### config.mk
export PLATFORM = sky130hd
export DESIGN_NAME = ubg_top
export DESIGN_NICKNAME = d
export VERILOG_FILES = /design/src/hdl/ubg_pkg.sv /design/src/hdl/ubg_rate_if.sv /design/src/hdl/ubg_timer.sv /design/src/hdl/ubg_top.sv
export SDC_FILE = /design/constraint.sdc
export NUM_CORES = 1
export LEC_CHECK = 0
export ABC_CLOCK_PERIOD_IN_PS = 3000
export BUFFER_PORTS_ARGS = -buffer_cell sky130_fd_sc_hd__buf_4
export CORE_ASPECT_RATIO = 1.75
export CORE_MARGIN = 2
export CORE_UTILIZATION = 53
export DETAILED_ROUTE_END_ITERATION = 10
export PLACE_DENSITY = 0.94
export SLEW_MARGIN = 20
export SYNTH_ARGS = -nofsm -noshare
export SYNTH_HDL_FRONTEND = slang
export SYNTH_SLANG_ARGS = --single-unit
### constraint.sdc
create_clock -name clk -period 3 [get_ports clk]
set_input_delay 0.3 -clock clk [delete_from_list [all_inputs] [get_ports clk]]
set_output_delay 0.3 -clock clk [all_outputs]
set_load 0.01 [all_outputs]
### src/hdl/ubg_pkg.sv
package ubg_pkg;
    // register byte addresses
    localparam logic [7:0] UBG_OFF_DIVISOR = 8'h00;
    localparam logic [7:0] UBG_OFF_CONTROL = 8'h04;
    localparam logic [7:0] UBG_OFF_STATUS  = 8'h08;
    localparam int         UBG_ADDR_W      = 8;
    localparam int         UBG_DATA_W      = 32;

    // field positions
    localparam int         UBG_SPEED_BIT   = 5;
    localparam int         UBG_STAT_PRE_LO = 8;

    // values after reset
    localparam logic [7:0] UBG_DIVISOR_RST = 8'h00;
    localparam logic       UBG_SPEED_RST   = 1'b0;
    localparam logic [7:0] UBG_TIMER_RST   = 8'h00;
    localparam logic [5:0] UBG_PRE_RST     = 6'h00;

    // prescale counts: clock cycles per timer step
    localparam int         UBG_PRE_LOW     = 64;
    localparam int         UBG_PRE_HIGH    = 16;
    localparam logic [5:0] UBG_PRE_LOW_LAST  = 6'(UBG_PRE_LOW - 1);
    localparam logic [5:0] UBG_PRE_HIGH_LAST = 6'(UBG_PRE_HIGH - 1);

    // axi responses
    localparam logic [1:0] UBG_RESP_OKAY   = 2'h0;
    localparam logic [1:0] UBG_RESP_SLVERR = 2'h2;

    typedef enum logic {
        UBG_SPEED_LOW_TYPE_VAL,
        UBG_SPEED_HIGH_TYPE_VAL
    } ubg_speed_type;
endpackage : ubg_pkg

### src/hdl/ubg_rate_if.sv
`timescale 1ns/10ps
interface ubg_rate_if;
    logic [7:0] divisor;
    logic       speed_select;
    logic       rate_tick;
    logic [7:0] timer_count;
    logic [5:0] prescale_count;

    modport ctrl (
        output divisor,
        output speed_select,
        input  rate_tick,
        input  timer_count,
        input  prescale_count
    );
    modport gen (
        input  divisor,
        input  speed_select,
        output rate_tick,
        output timer_count,
        output prescale_count
    );
endinterface : ubg_rate_if

### src/hdl/ubg_timer.sv
`timescale 1ns/10ps
module ubg_timer
    import ubg_pkg::*;
(
    // clock and reset
    input  wire logic clk,
    input  wire logic rst_n,
    // rate settings and results
    ubg_rate_if.gen   rate
);
    import ubg_pkg::*;

    logic [5:0] pre_cnt;
    logic [5:0] next_pre_cnt;
    logic [7:0] timer;
    logic [7:0] next_timer;
    logic       tick;
    logic       next_tick;
    logic       pre_last;

    always_comb begin
        // >= so a switch to high speed mid-count never runs the prescaler past 15
        pre_last = rate.speed_select ? (pre_cnt >= UBG_PRE_HIGH_LAST)      // [RULE3]
                                     : (pre_cnt >= UBG_PRE_LOW_LAST);      // [RULE2]
        next_pre_cnt = pre_last ? UBG_PRE_RST : 6'(pre_cnt + 6'h01);       // [RULE1]
        next_timer   = timer;
        next_tick    = 1'b0;
        if (pre_last) begin
            if (timer == 8'h00) begin
                // divisor sampled only here, so a new value waits for the reload
                next_timer = rate.divisor;                                 // [RULE9] [RULE4]
                next_tick  = 1'b1;                                         // [RULE9]
            end else begin
                next_timer = 8'(timer - 8'h01);                            // [RULE1]
            end
        end
    end

    always_ff @(posedge clk) begin
        if (!rst_n) begin
            pre_cnt <= UBG_PRE_RST;
            timer   <= UBG_TIMER_RST;
            tick    <= 1'b0;
        end else begin
            pre_cnt <= next_pre_cnt;
            timer   <= next_timer;
            tick    <= next_tick;
        end
    end

    assign rate.rate_tick      = tick;
    assign rate.timer_count    = timer;
    assign rate.prescale_count = pre_cnt;
endmodule : ubg_timer

### src/hdl/ubg_top.sv
// Notes on behaviour
// RULE1 - free running 8-bit timer sets bit rate
// RULE2 - low speed: clock over 64 times N+1
// RULE3 - high speed: clock over 16 times N+1
// RULE4 - any divisor 0 to 255 accepted
// RULE5 - divisor is a readable writable 8-bit register
// RULE6 - speed select comes from second control register
// RULE7 - speed select bit 5, resets low
// RULE8 - transmitter and receiver share one rate
// RULE9 - reload on expiry, new divisor at reload
`timescale 1ns/10ps
module ubg_top
    import ubg_pkg::*;
(
    // clock and reset
    input  wire logic                  clk,
    input  wire logic                  rst_n,
    // axi4-lite write address
    input  wire logic [UBG_ADDR_W-1:0] s_axi_awaddr,
    input  wire logic [2:0]            s_axi_awprot,
    input  wire logic                  s_axi_awvalid,
    output logic                       s_axi_awready,
    // axi4-lite write data
    input  wire logic [UBG_DATA_W-1:0] s_axi_wdata,
    input  wire logic [3:0]            s_axi_wstrb,
    input  wire logic                  s_axi_wvalid,
    output logic                       s_axi_wready,
    // axi4-lite write response
    output logic [1:0]                 s_axi_bresp,
    output logic                       s_axi_bvalid,
    input  wire logic                  s_axi_bready,
    // axi4-lite read address
    input  wire logic [UBG_ADDR_W-1:0] s_axi_araddr,
    input  wire logic [2:0]            s_axi_arprot,
    input  wire logic                  s_axi_arvalid,
    output logic                       s_axi_arready,
    // axi4-lite read data
    output logic [UBG_DATA_W-1:0]      s_axi_rdata,
    output logic [1:0]                 s_axi_rresp,
    output logic                       s_axi_rvalid,
    input  wire logic                  s_axi_rready,
    // shift rate to the serial engines
    output logic                       tx_rate_tick,
    output logic                       rx_rate_tick
);
    import ubg_pkg::*;

    ubg_rate_if rate_bus ();

    // register state
    logic [7:0]            divisor;
    logic [7:0]            next_divisor;
    logic                  speed_sel;
    logic                  next_speed_sel;

    // write channel state
    logic                  aw_held;
    logic                  next_aw_held;
    logic [UBG_ADDR_W-1:0] aw_addr;
    logic [UBG_ADDR_W-1:0] next_aw_addr;
    logic                  w_held;
    logic                  next_w_held;
    logic [UBG_DATA_W-1:0] w_data;
    logic [UBG_DATA_W-1:0] next_w_data;
    logic [3:0]            w_strb;
    logic [3:0]            next_w_strb;
    logic                  bvalid;
    logic                  next_bvalid;
    logic [1:0]            bresp;
    logic [1:0]            next_bresp;

    // read channel state
    logic                  rvalid;
    logic                  next_rvalid;
    logic [UBG_DATA_W-1:0] rdata;
    logic [UBG_DATA_W-1:0] next_rdata;
    logic [1:0]            rresp;
    logic [1:0]            next_rresp;

    // handshake terms
    logic                  aw_fire;
    logic                  w_fire;
    logic                  ar_fire;
    logic                  wr_go;
    logic [UBG_ADDR_W-1:0] wr_addr;
    logic [UBG_DATA_W-1:0] wr_data;
    logic [3:0]            wr_strb;

    function automatic logic reg_mapped(input logic [UBG_ADDR_W-1:0] addr);
        reg_mapped = (addr == UBG_OFF_DIVISOR) || (addr == UBG_OFF_CONTROL)
                  || (addr == UBG_OFF_STATUS);
    endfunction : reg_mapped

    assign s_axi_awready = !aw_held && !bvalid;
    assign s_axi_wready  = !w_held && !bvalid;
    assign s_axi_arready = !rvalid;
    assign aw_fire       = s_axi_awvalid && s_axi_awready;
    assign w_fire        = s_axi_wvalid && s_axi_wready;
    assign ar_fire       = s_axi_arvalid && s_axi_arready;
    assign wr_go         = (aw_held || aw_fire) && (w_held || w_fire);
    assign wr_addr       = aw_held ? aw_addr : s_axi_awaddr;
    assign wr_data       = w_held ? w_data : s_axi_wdata;
    assign wr_strb       = w_held ? w_strb : s_axi_wstrb;

    // write path and register updates
    always_comb begin
        next_aw_held   = aw_held;
        next_aw_addr   = aw_addr;
        next_w_held    = w_held;
        next_w_data    = w_data;
        next_w_strb    = w_strb;
        next_bvalid    = bvalid;
        next_bresp     = bresp;
        next_divisor   = divisor;
        next_speed_sel = speed_sel;
        if (aw_fire) begin
            next_aw_held = 1'b1;
            next_aw_addr = s_axi_awaddr;
        end
        if (w_fire) begin
            next_w_held = 1'b1;
            next_w_data = s_axi_wdata;
            next_w_strb = s_axi_wstrb;
        end
        if (bvalid && s_axi_bready) begin
            next_bvalid = 1'b0;
        end
        if (wr_go) begin
            next_aw_held = 1'b0;
            next_w_held  = 1'b0;
            next_bvalid  = 1'b1;
            next_bresp   = reg_mapped(wr_addr) ? UBG_RESP_OKAY : UBG_RESP_SLVERR;
            if (wr_strb[0]) begin
                if (wr_addr == UBG_OFF_DIVISOR) begin
                    next_divisor = wr_data[7:0];                           // [RULE5] [RULE4]
                end
                if (wr_addr == UBG_OFF_CONTROL) begin
                    next_speed_sel = wr_data[UBG_SPEED_BIT];               // [RULE7] [RULE6]
                end
            end
        end
    end

    // read path; status shows the live timer and prescaler
    always_comb begin
        next_rvalid = rvalid;
        next_rdata  = rdata;
        next_rresp  = rresp;
        if (rvalid && s_axi_rready) begin
            next_rvalid = 1'b0;
        end
        if (ar_fire) begin
            next_rvalid = 1'b1;
            next_rresp  = UBG_RESP_OKAY;
            next_rdata  = '0;
            unique case (s_axi_araddr)
                UBG_OFF_DIVISOR: next_rdata[7:0] = divisor;                // [RULE5]
                UBG_OFF_CONTROL: next_rdata[UBG_SPEED_BIT] = speed_sel;    // [RULE7]
                UBG_OFF_STATUS: begin
                    next_rdata[7:0] = rate_bus.timer_count;
                    next_rdata[UBG_STAT_PRE_LO +: 6] = rate_bus.prescale_count;
                end
                default: next_rresp = UBG_RESP_SLVERR;
            endcase
        end
    end

    always_ff @(posedge clk) begin
        if (!rst_n) begin
            divisor   <= UBG_DIVISOR_RST;
            speed_sel <= UBG_SPEED_RST;                                    // [RULE7]
            aw_held   <= 1'b0;
            aw_addr   <= '0;
            w_held    <= 1'b0;
            w_data    <= '0;
            w_strb    <= '0;
            bvalid    <= 1'b0;
            bresp     <= UBG_RESP_OKAY;
            rvalid    <= 1'b0;
            rdata     <= '0;
            rresp     <= UBG_RESP_OKAY;
        end else begin
            divisor   <= next_divisor;
            speed_sel <= next_speed_sel;
            aw_held   <= next_aw_held;
            aw_addr   <= next_aw_addr;
            w_held    <= next_w_held;
            w_data    <= next_w_data;
            w_strb    <= next_w_strb;
            bvalid    <= next_bvalid;
            bresp     <= next_bresp;
            rvalid    <= next_rvalid;
            rdata     <= next_rdata;
            rresp     <= next_rresp;
        end
    end

    assign s_axi_bvalid = bvalid;
    assign s_axi_bresp  = bresp;
    assign s_axi_rvalid = rvalid;
    assign s_axi_rdata  = rdata;
    assign s_axi_rresp  = rresp;

    assign rate_bus.divisor      = divisor;                                // [RULE1]
    assign rate_bus.speed_select = speed_sel;                              // [RULE6]

    ubg_timer u_timer (
        .clk   (clk),
        .rst_n (rst_n),
        .rate  (rate_bus)
    );

    // one tick feeds both directions so they can never drift apart
    assign tx_rate_tick = rate_bus.rate_tick;                              // [RULE8]
    assign rx_rate_tick = rate_bus.rate_tick;                              // [RULE8]
endmodule : ubg_top
---- Word-level counts from Yosys, hierarchy flattened ----
Index checks and enable logic that the tools add are counted.
W data, S select, Z words.
operators by class
  add/subtract/negate cells ............... 2
  magnitude comparators ................... 2
  eq/ne operators ......................... 4
  mux-type cells .......................... 16
  bitwise logic cells ..................... 1
  reduce and logical (&&, ||, !) cells .... 27
operators by type and width
  operator               count
  $logic_not A8 Y1       3
  $mux W8                3
  $eq A8 B3 Y1 const B   2
  $eq A8 B4 Y1 const B   2
  $pmux W5 S2            1
  $logic_and A1 B1 Y1    8
  $sub A8 B1 Y8 const B  1
  $mux W1                7
  $add A6 B1 Y6 const B  1
  $ge A6 B4 Y1 const B   1
  $ge A6 B6 Y1 const B   1
  $mux W6                1
  $reduce_and A3 Y1      2
  $logic_not A1 Y1       4
  $logic_or A1 B1 Y1     4
  $mux W2                2
  $pmux W2 S2            1
  $reduce_bool A2 Y1     2
  $reduce_or A2 Y1       2
  $pmux W1 S3            1
  $reduce_or A3 Y1       1
  $reduce_and A2 Y1      1
  $not A1 Y1             1
word-level totals
  register bits after elaboration ......... 63
  input bits .............................. 65
  output and inout bits ................... 43
  word-level logic and storage cells ...... 67

---- Logic depth before layout (Yosys ltp) ----
  depth in word-level cells ............... 6
  mapped depth ............................ 6
  depth with buffers taken out ............ 6

---- Cells and area by module ----
A second synthesis with hierarchy kept.
second synthesis, totals
  cells, all modules ...................... 331
  area total of the unflattened synthesis .. 3128.0 um^2
modules (own cells, without submodules)
  module     instances  cells an instance  area an instance (um^2)  seq. area each (um^2)
  ubg_top    1          244                2344.7                   920.9
  ubg_timer  1          87                 783.3                    300.3

---- Worst setup path after synthesis ----
No wires, ideal clock.
  path type ............................... reg2reg
  start ................................... reg aw_held
  end ..................................... reg speed_sel, in the netlist rate_bus.speed_select
  library setup time ...................... 0.123 ns
  data arrival time ....................... 1.745 ns
  required time ........................... 2.877 ns
  setup slack ............................. 1.131 ns
  cell stages (with the launch flop) ...... 7
  buffers on the path ..................... 2
  clock period less this slack ............ 1.869 ns
  cells stage by stage .................... dfxtp_1 buf_6 or4_4 o22a_1 buf_6 nor4_2 mux2_1
between the ends
  word-level cells in the longest chain between the ends .. 6
  elaborated cells between the ends (all ways) .. 8
  those cells by class .................... eq/ne: 1; mux: 1; reduce/logical: 6
ends and longest elaborated chain
  element                                          RTL line        source
  from (decl)                                      ubg_top.sv:57   logic aw_held;
  from (signal assigned)                           ubg_top.sv:185  aw_held <= next_aw_held;
  branches (longest 5 deep; another with $mux W8)  n/a
  $reduce_and A3 Y1 (no source line) (*)           n/a
  to (signal assigned)                             ubg_top.sv:184  speed_sel <= next_speed_sel;
  to (decl)                                        ubg_top.sv:53   logic speed_sel;
Every way passes the cells marked *.
A chain may end at the register's enable or synchronous reset.

---- Worst setup path after layout ----
Ends and elaborated chain as after synthesis.

==> results.md <==
Outcome:
- The run finished with clean final reports.

Timing:
- At the pin with the least slew margin, the transition time is about 0.76 ns.
- Setup repair after global routing left no endpoint under its margin.
- For this run, the top clock speed supported by timing is 0.4397 GHz.
- The final hold violation count was 0.
- The clock period minus worst slack is 2.274 ns.
- The setup skew after layout is 0.008261 ns.
- The relative slew slack is 49.48%.
- Of the available clock period, the critical path in the final layout requires 75.81%.
- The final count of pins violating max slew is 0.
- Setup violations remaining at the end of the flow were counted as 0.
- The setup TNS is 0 ns.

Setup path:
- The data required time at the worst endpoint is approximately 3.2 ns.
- The data arrival time of the critical path is 2.51 ns.
- In this run the critical register-to-register path is launched from aw_held.
- The class of the most critical setup path is reg2reg.
- STA classifies the critical path startpoint as a flip-flop.
- The capturing element type of the critical path is a flip-flop.
- The biggest fanout along the worst timing path is 11.
- The timing startpoint of the critical path is aw_held.

Power:
- The internal power of the cells totals 1.422 mW.
- In this run, the combinational gates consume 13.1% of the power.
- The power dissipated by switching net loads is slightly below 0.5 mW.
- Sequential cells account for a little under half of the total power.
- The worst-case vdd ir drop is 0.5351 mV.
- Per report_power, the clock group accounts for 41.3% of the total.
- In this run switching power makes up 25.51% of total power.
- For this design the static power due to leakage is 1.474 nW.
- The total power per unit cell area is 532.2 nW/um2.

Synthesis:
- The fraction of synthesized cell area taken by the top area cell type is 40.60%.
- dfxtp_1 is the most common cell in the netlist.
- The number of instances in the synthesized netlist is 336.
- The largest total area in the synthesized netlist belongs to dfxtp_1.
- Counting flops with an async set or reset pin after synthesis yields a share of 0%.
- After synthesis the netlist holds a flip-flop and latch count of 61.
- By count the netlist is led by 61 x dfxtp_1, 50 x nor2_1, 32 x mux2i_1, 21 x buf_4.
- The post-synthesis sequential area ratio is between 40% and 50%.
- Yosys attributes the largest share of cell area to dfxtp_1 41%, mux2i_1 11%, nor2_1 6.2%.
- The mapped netlist covers 3008 um2.
- The mean cell area of the mapped netlist is 8.952 um2.
- The count of warnings emitted by yosys is 0.
- The netlist uses 50 different library cells.
- For this run, the leading register cell type out of synthesis is dfxtp_1.
- Yosys mapped a number of flops with a built-in enable equal to 0.

Finish:
- The layout overhead on the synthesized area is 19.26%.
- The share of post-route cells with drive strength above 1 is 23.33%.
- The final-stage net count is 453.
- The count of cells in the finished layout, fillers not included, comes to 466.
- The repair_antennas step left the layout with diodes totalling 0.

Clock tree:
- The clock passes through at most 2 buffers.
- TritonCTS built the clock tree.
- Clock tree synthesis inserted a total of 9 buffers.
- Clock-pin slew was measured on the worst setup and hold paths at around 0.070 ns.
- The number of gates resized after CTS was 0.
- The clock drives 61 sinks.
- The deepest level of the CTS H-tree is 3.
- The cell sitting at the root of the clock tree is a clkbuf_8.
- The number of post-CTS setup repair buffers is 0.
- For the worst-skew pair, the clock arrives at the later sink with an insertion delay of 0.35 ns.
- Buffers inserted to repair hold after CTS numbered 0.

Floorplan:
- Row generation in the floorplan step produced 36 rows.
- The floorplan step defined a die boundary enclosing between 6000 and 7000 um2.
- The die is 103.7 um tall.
- The effective utilization at floorplan is ~54%.
- The number of placed I/O pins is 108.
- The standard cell core area is 5540 um2.
- The die is 60.95 um wide.

Detailed routing:
- The detail-routed net length per standard cell is 15.57 um.
- The detail route stage leaves a number of antenna-violating nets equal to 0.
- In the routed design, unresolved DRC markers number 0.
- The total via count in the routed design is 2,741.
- Summed over all layers, the routed wires come to between 7000 and 8000 um.
- In this run, the number of DRC markers left after iteration 0 of detailed routing was 151.
- The vias per cell is 5.882.
- The first-pass detailed-route iteration total is 5.

GRT:
- The number of global-route vias before repair was ~2,800.
- The first-pass GRT wire length is 12,390 um.
- Global routing finished with a remaining overflow of 0.
- The total routing resource utilization after global routing is 25.86%.
- Entering global routing, the biggest net connects 23 pins.
- The number of antenna violations at the first check in global routing is 0.

Worst hold path:
- The path type of the worst min-delay path is in2reg.
- The critical hold path startpoint is s_axi_wdata[7].

Flow run:
- The max-capacitance violation count is 0.

Placed design:
- The cell count after placement is 450.
- The estimated wirelength of the detail-placed design is 5161 um.
- The count of buffers from port buffering is 54.
- At the end of routability-driven placement, the weighted congestion stood at 0.8753.
## registers in the layout (all words and copies together) (netlist names)
register,cells
w_strb,1
aw_held,1
rate_bus.speed_select,1
s_axi_rdata,14
u_timer.rate.prescale_count,6
s_axi_bvalid,1
s_axi_rvalid,1
s_axi_rresp,1
w_held,1
divisor,8
u_timer.rate.timer_count,8
aw_addr,8
u_timer.rate.rate_tick,1
s_axi_bresp,1
w_data,8
## worst paths after layout
| path | slack (ns) | cells past startpoint | to |
|---|---|---|---|
| worst max-delay path | 0.73 | 4 | rate_bus.speed_select |
| worst min-delay path | 0.20 | 3 | w_data[7] |
| worst max register to register | 0.73 | 4 | rate_bus.speed_select |
| worst min register to register | 0.47 | 2 | s_axi_rdata[5] |
## layer usage
layer	GRT usage, %	wire (um)	vias to the layer above
li1	-	-	1270
met1	25.36	2487	1299
met2	44.78	3952	131
met3	7.615	442	41
met4	15.53	374	0
met5	0	0	-
## kinds of logic after synthesis
kind of cell    after synthesis  synth area share (%)
compound gates               56                 13.48
buf+inv                      48                 9.234
mux                          42                 14.39
xor+xnor                      4                 1.165
fa+ha+maj                     3                 1.248
other cells                   1                0.1247
simple gates                121                 19.76
flops                        61                 40.60
## per-stage QoR
stage                     setup slack (ns)  hold WS (ns)  util, %  power [mW]  instance area [um2]
after global placement              0.8549        0.4402    60.75       1.117                 3366
after CTS                           0.7497        0.1926    64.75       1.915                 3587
final                               0.7258        0.2003    64.75       1.909                 3587
after floorplan                      1.131        0.4299        -       1.067                 3079
after detailed placement            0.8024        0.4495    60.75       1.130                 3366
after global routing                0.6888        0.2103    64.75       1.985                 3587
## placed cells by master (no fill, tap or decap), types with 2 or more instances in the layout
| cell | n |
|---|---|
| nor3_1 | 17 |
| nand3_1 | 6 |
| dfxtp_1 | 61 |
| clkbuf_8 | 13 |
| a21oi_1 | 9 |
| nor2_1 | 50 |
| nand2_1 | 17 |
| mux2_2 | 9 |
| a22oi_1 | 7 |
| buf_4 | 58 |
| o211ai_1 | 2 |
| nand2b_1 | 3 |
| xor2_1 | 2 |
| or2_2 | 3 |
| inv_1 | 9 |
| a32oi_1 | 6 |
| a41oi_1 | 8 |
| nor4_2 | 2 |
| and2_1 | 3 |
| mux2i_1 | 32 |
| o22ai_1 | 4 |
| ha_1 | 3 |
| and4_1 | 2 |
| xnor2_1 | 2 |
| conb_1 | 20 |
| nor4_1 | 8 |
| o21ai_0 | 8 |
| o22a_1 | 2 |
| or3_1 | 2 |
| a31oi_1 | 2 |
## power by group through the flow
stage               Clock, mW  Sequential [mW]  Combinational [mW]
floorplan                   0            0.875               0.192
global placement            0            0.884               0.232
detailed placement          0            0.887               0.243
CTS                     0.798            0.870               0.248
global route            0.838            0.874               0.273
finish                  0.789            0.870               0.250
## worst max-delay path: stages, from the launching register on
cell and delay, ns:
dfxtp_1 0.59, or4b_1 0.54, o22a_1 0.36, nor4_2 0.34, mux2_1 0.34
## cell type report
class / instances / area [um2]
fillers: 414 / 1953
clock inverters: 2 / 38.79
well taps: 76 / 95.09
clock buffers: 14 / 182.7
flip-flops and latches: 61 / 1221
multi-input cells: 246 / 1580
repair buffers: 58 / 435.4
inverters: 9 / 33.78
Power figures use the tool's default switching activity.
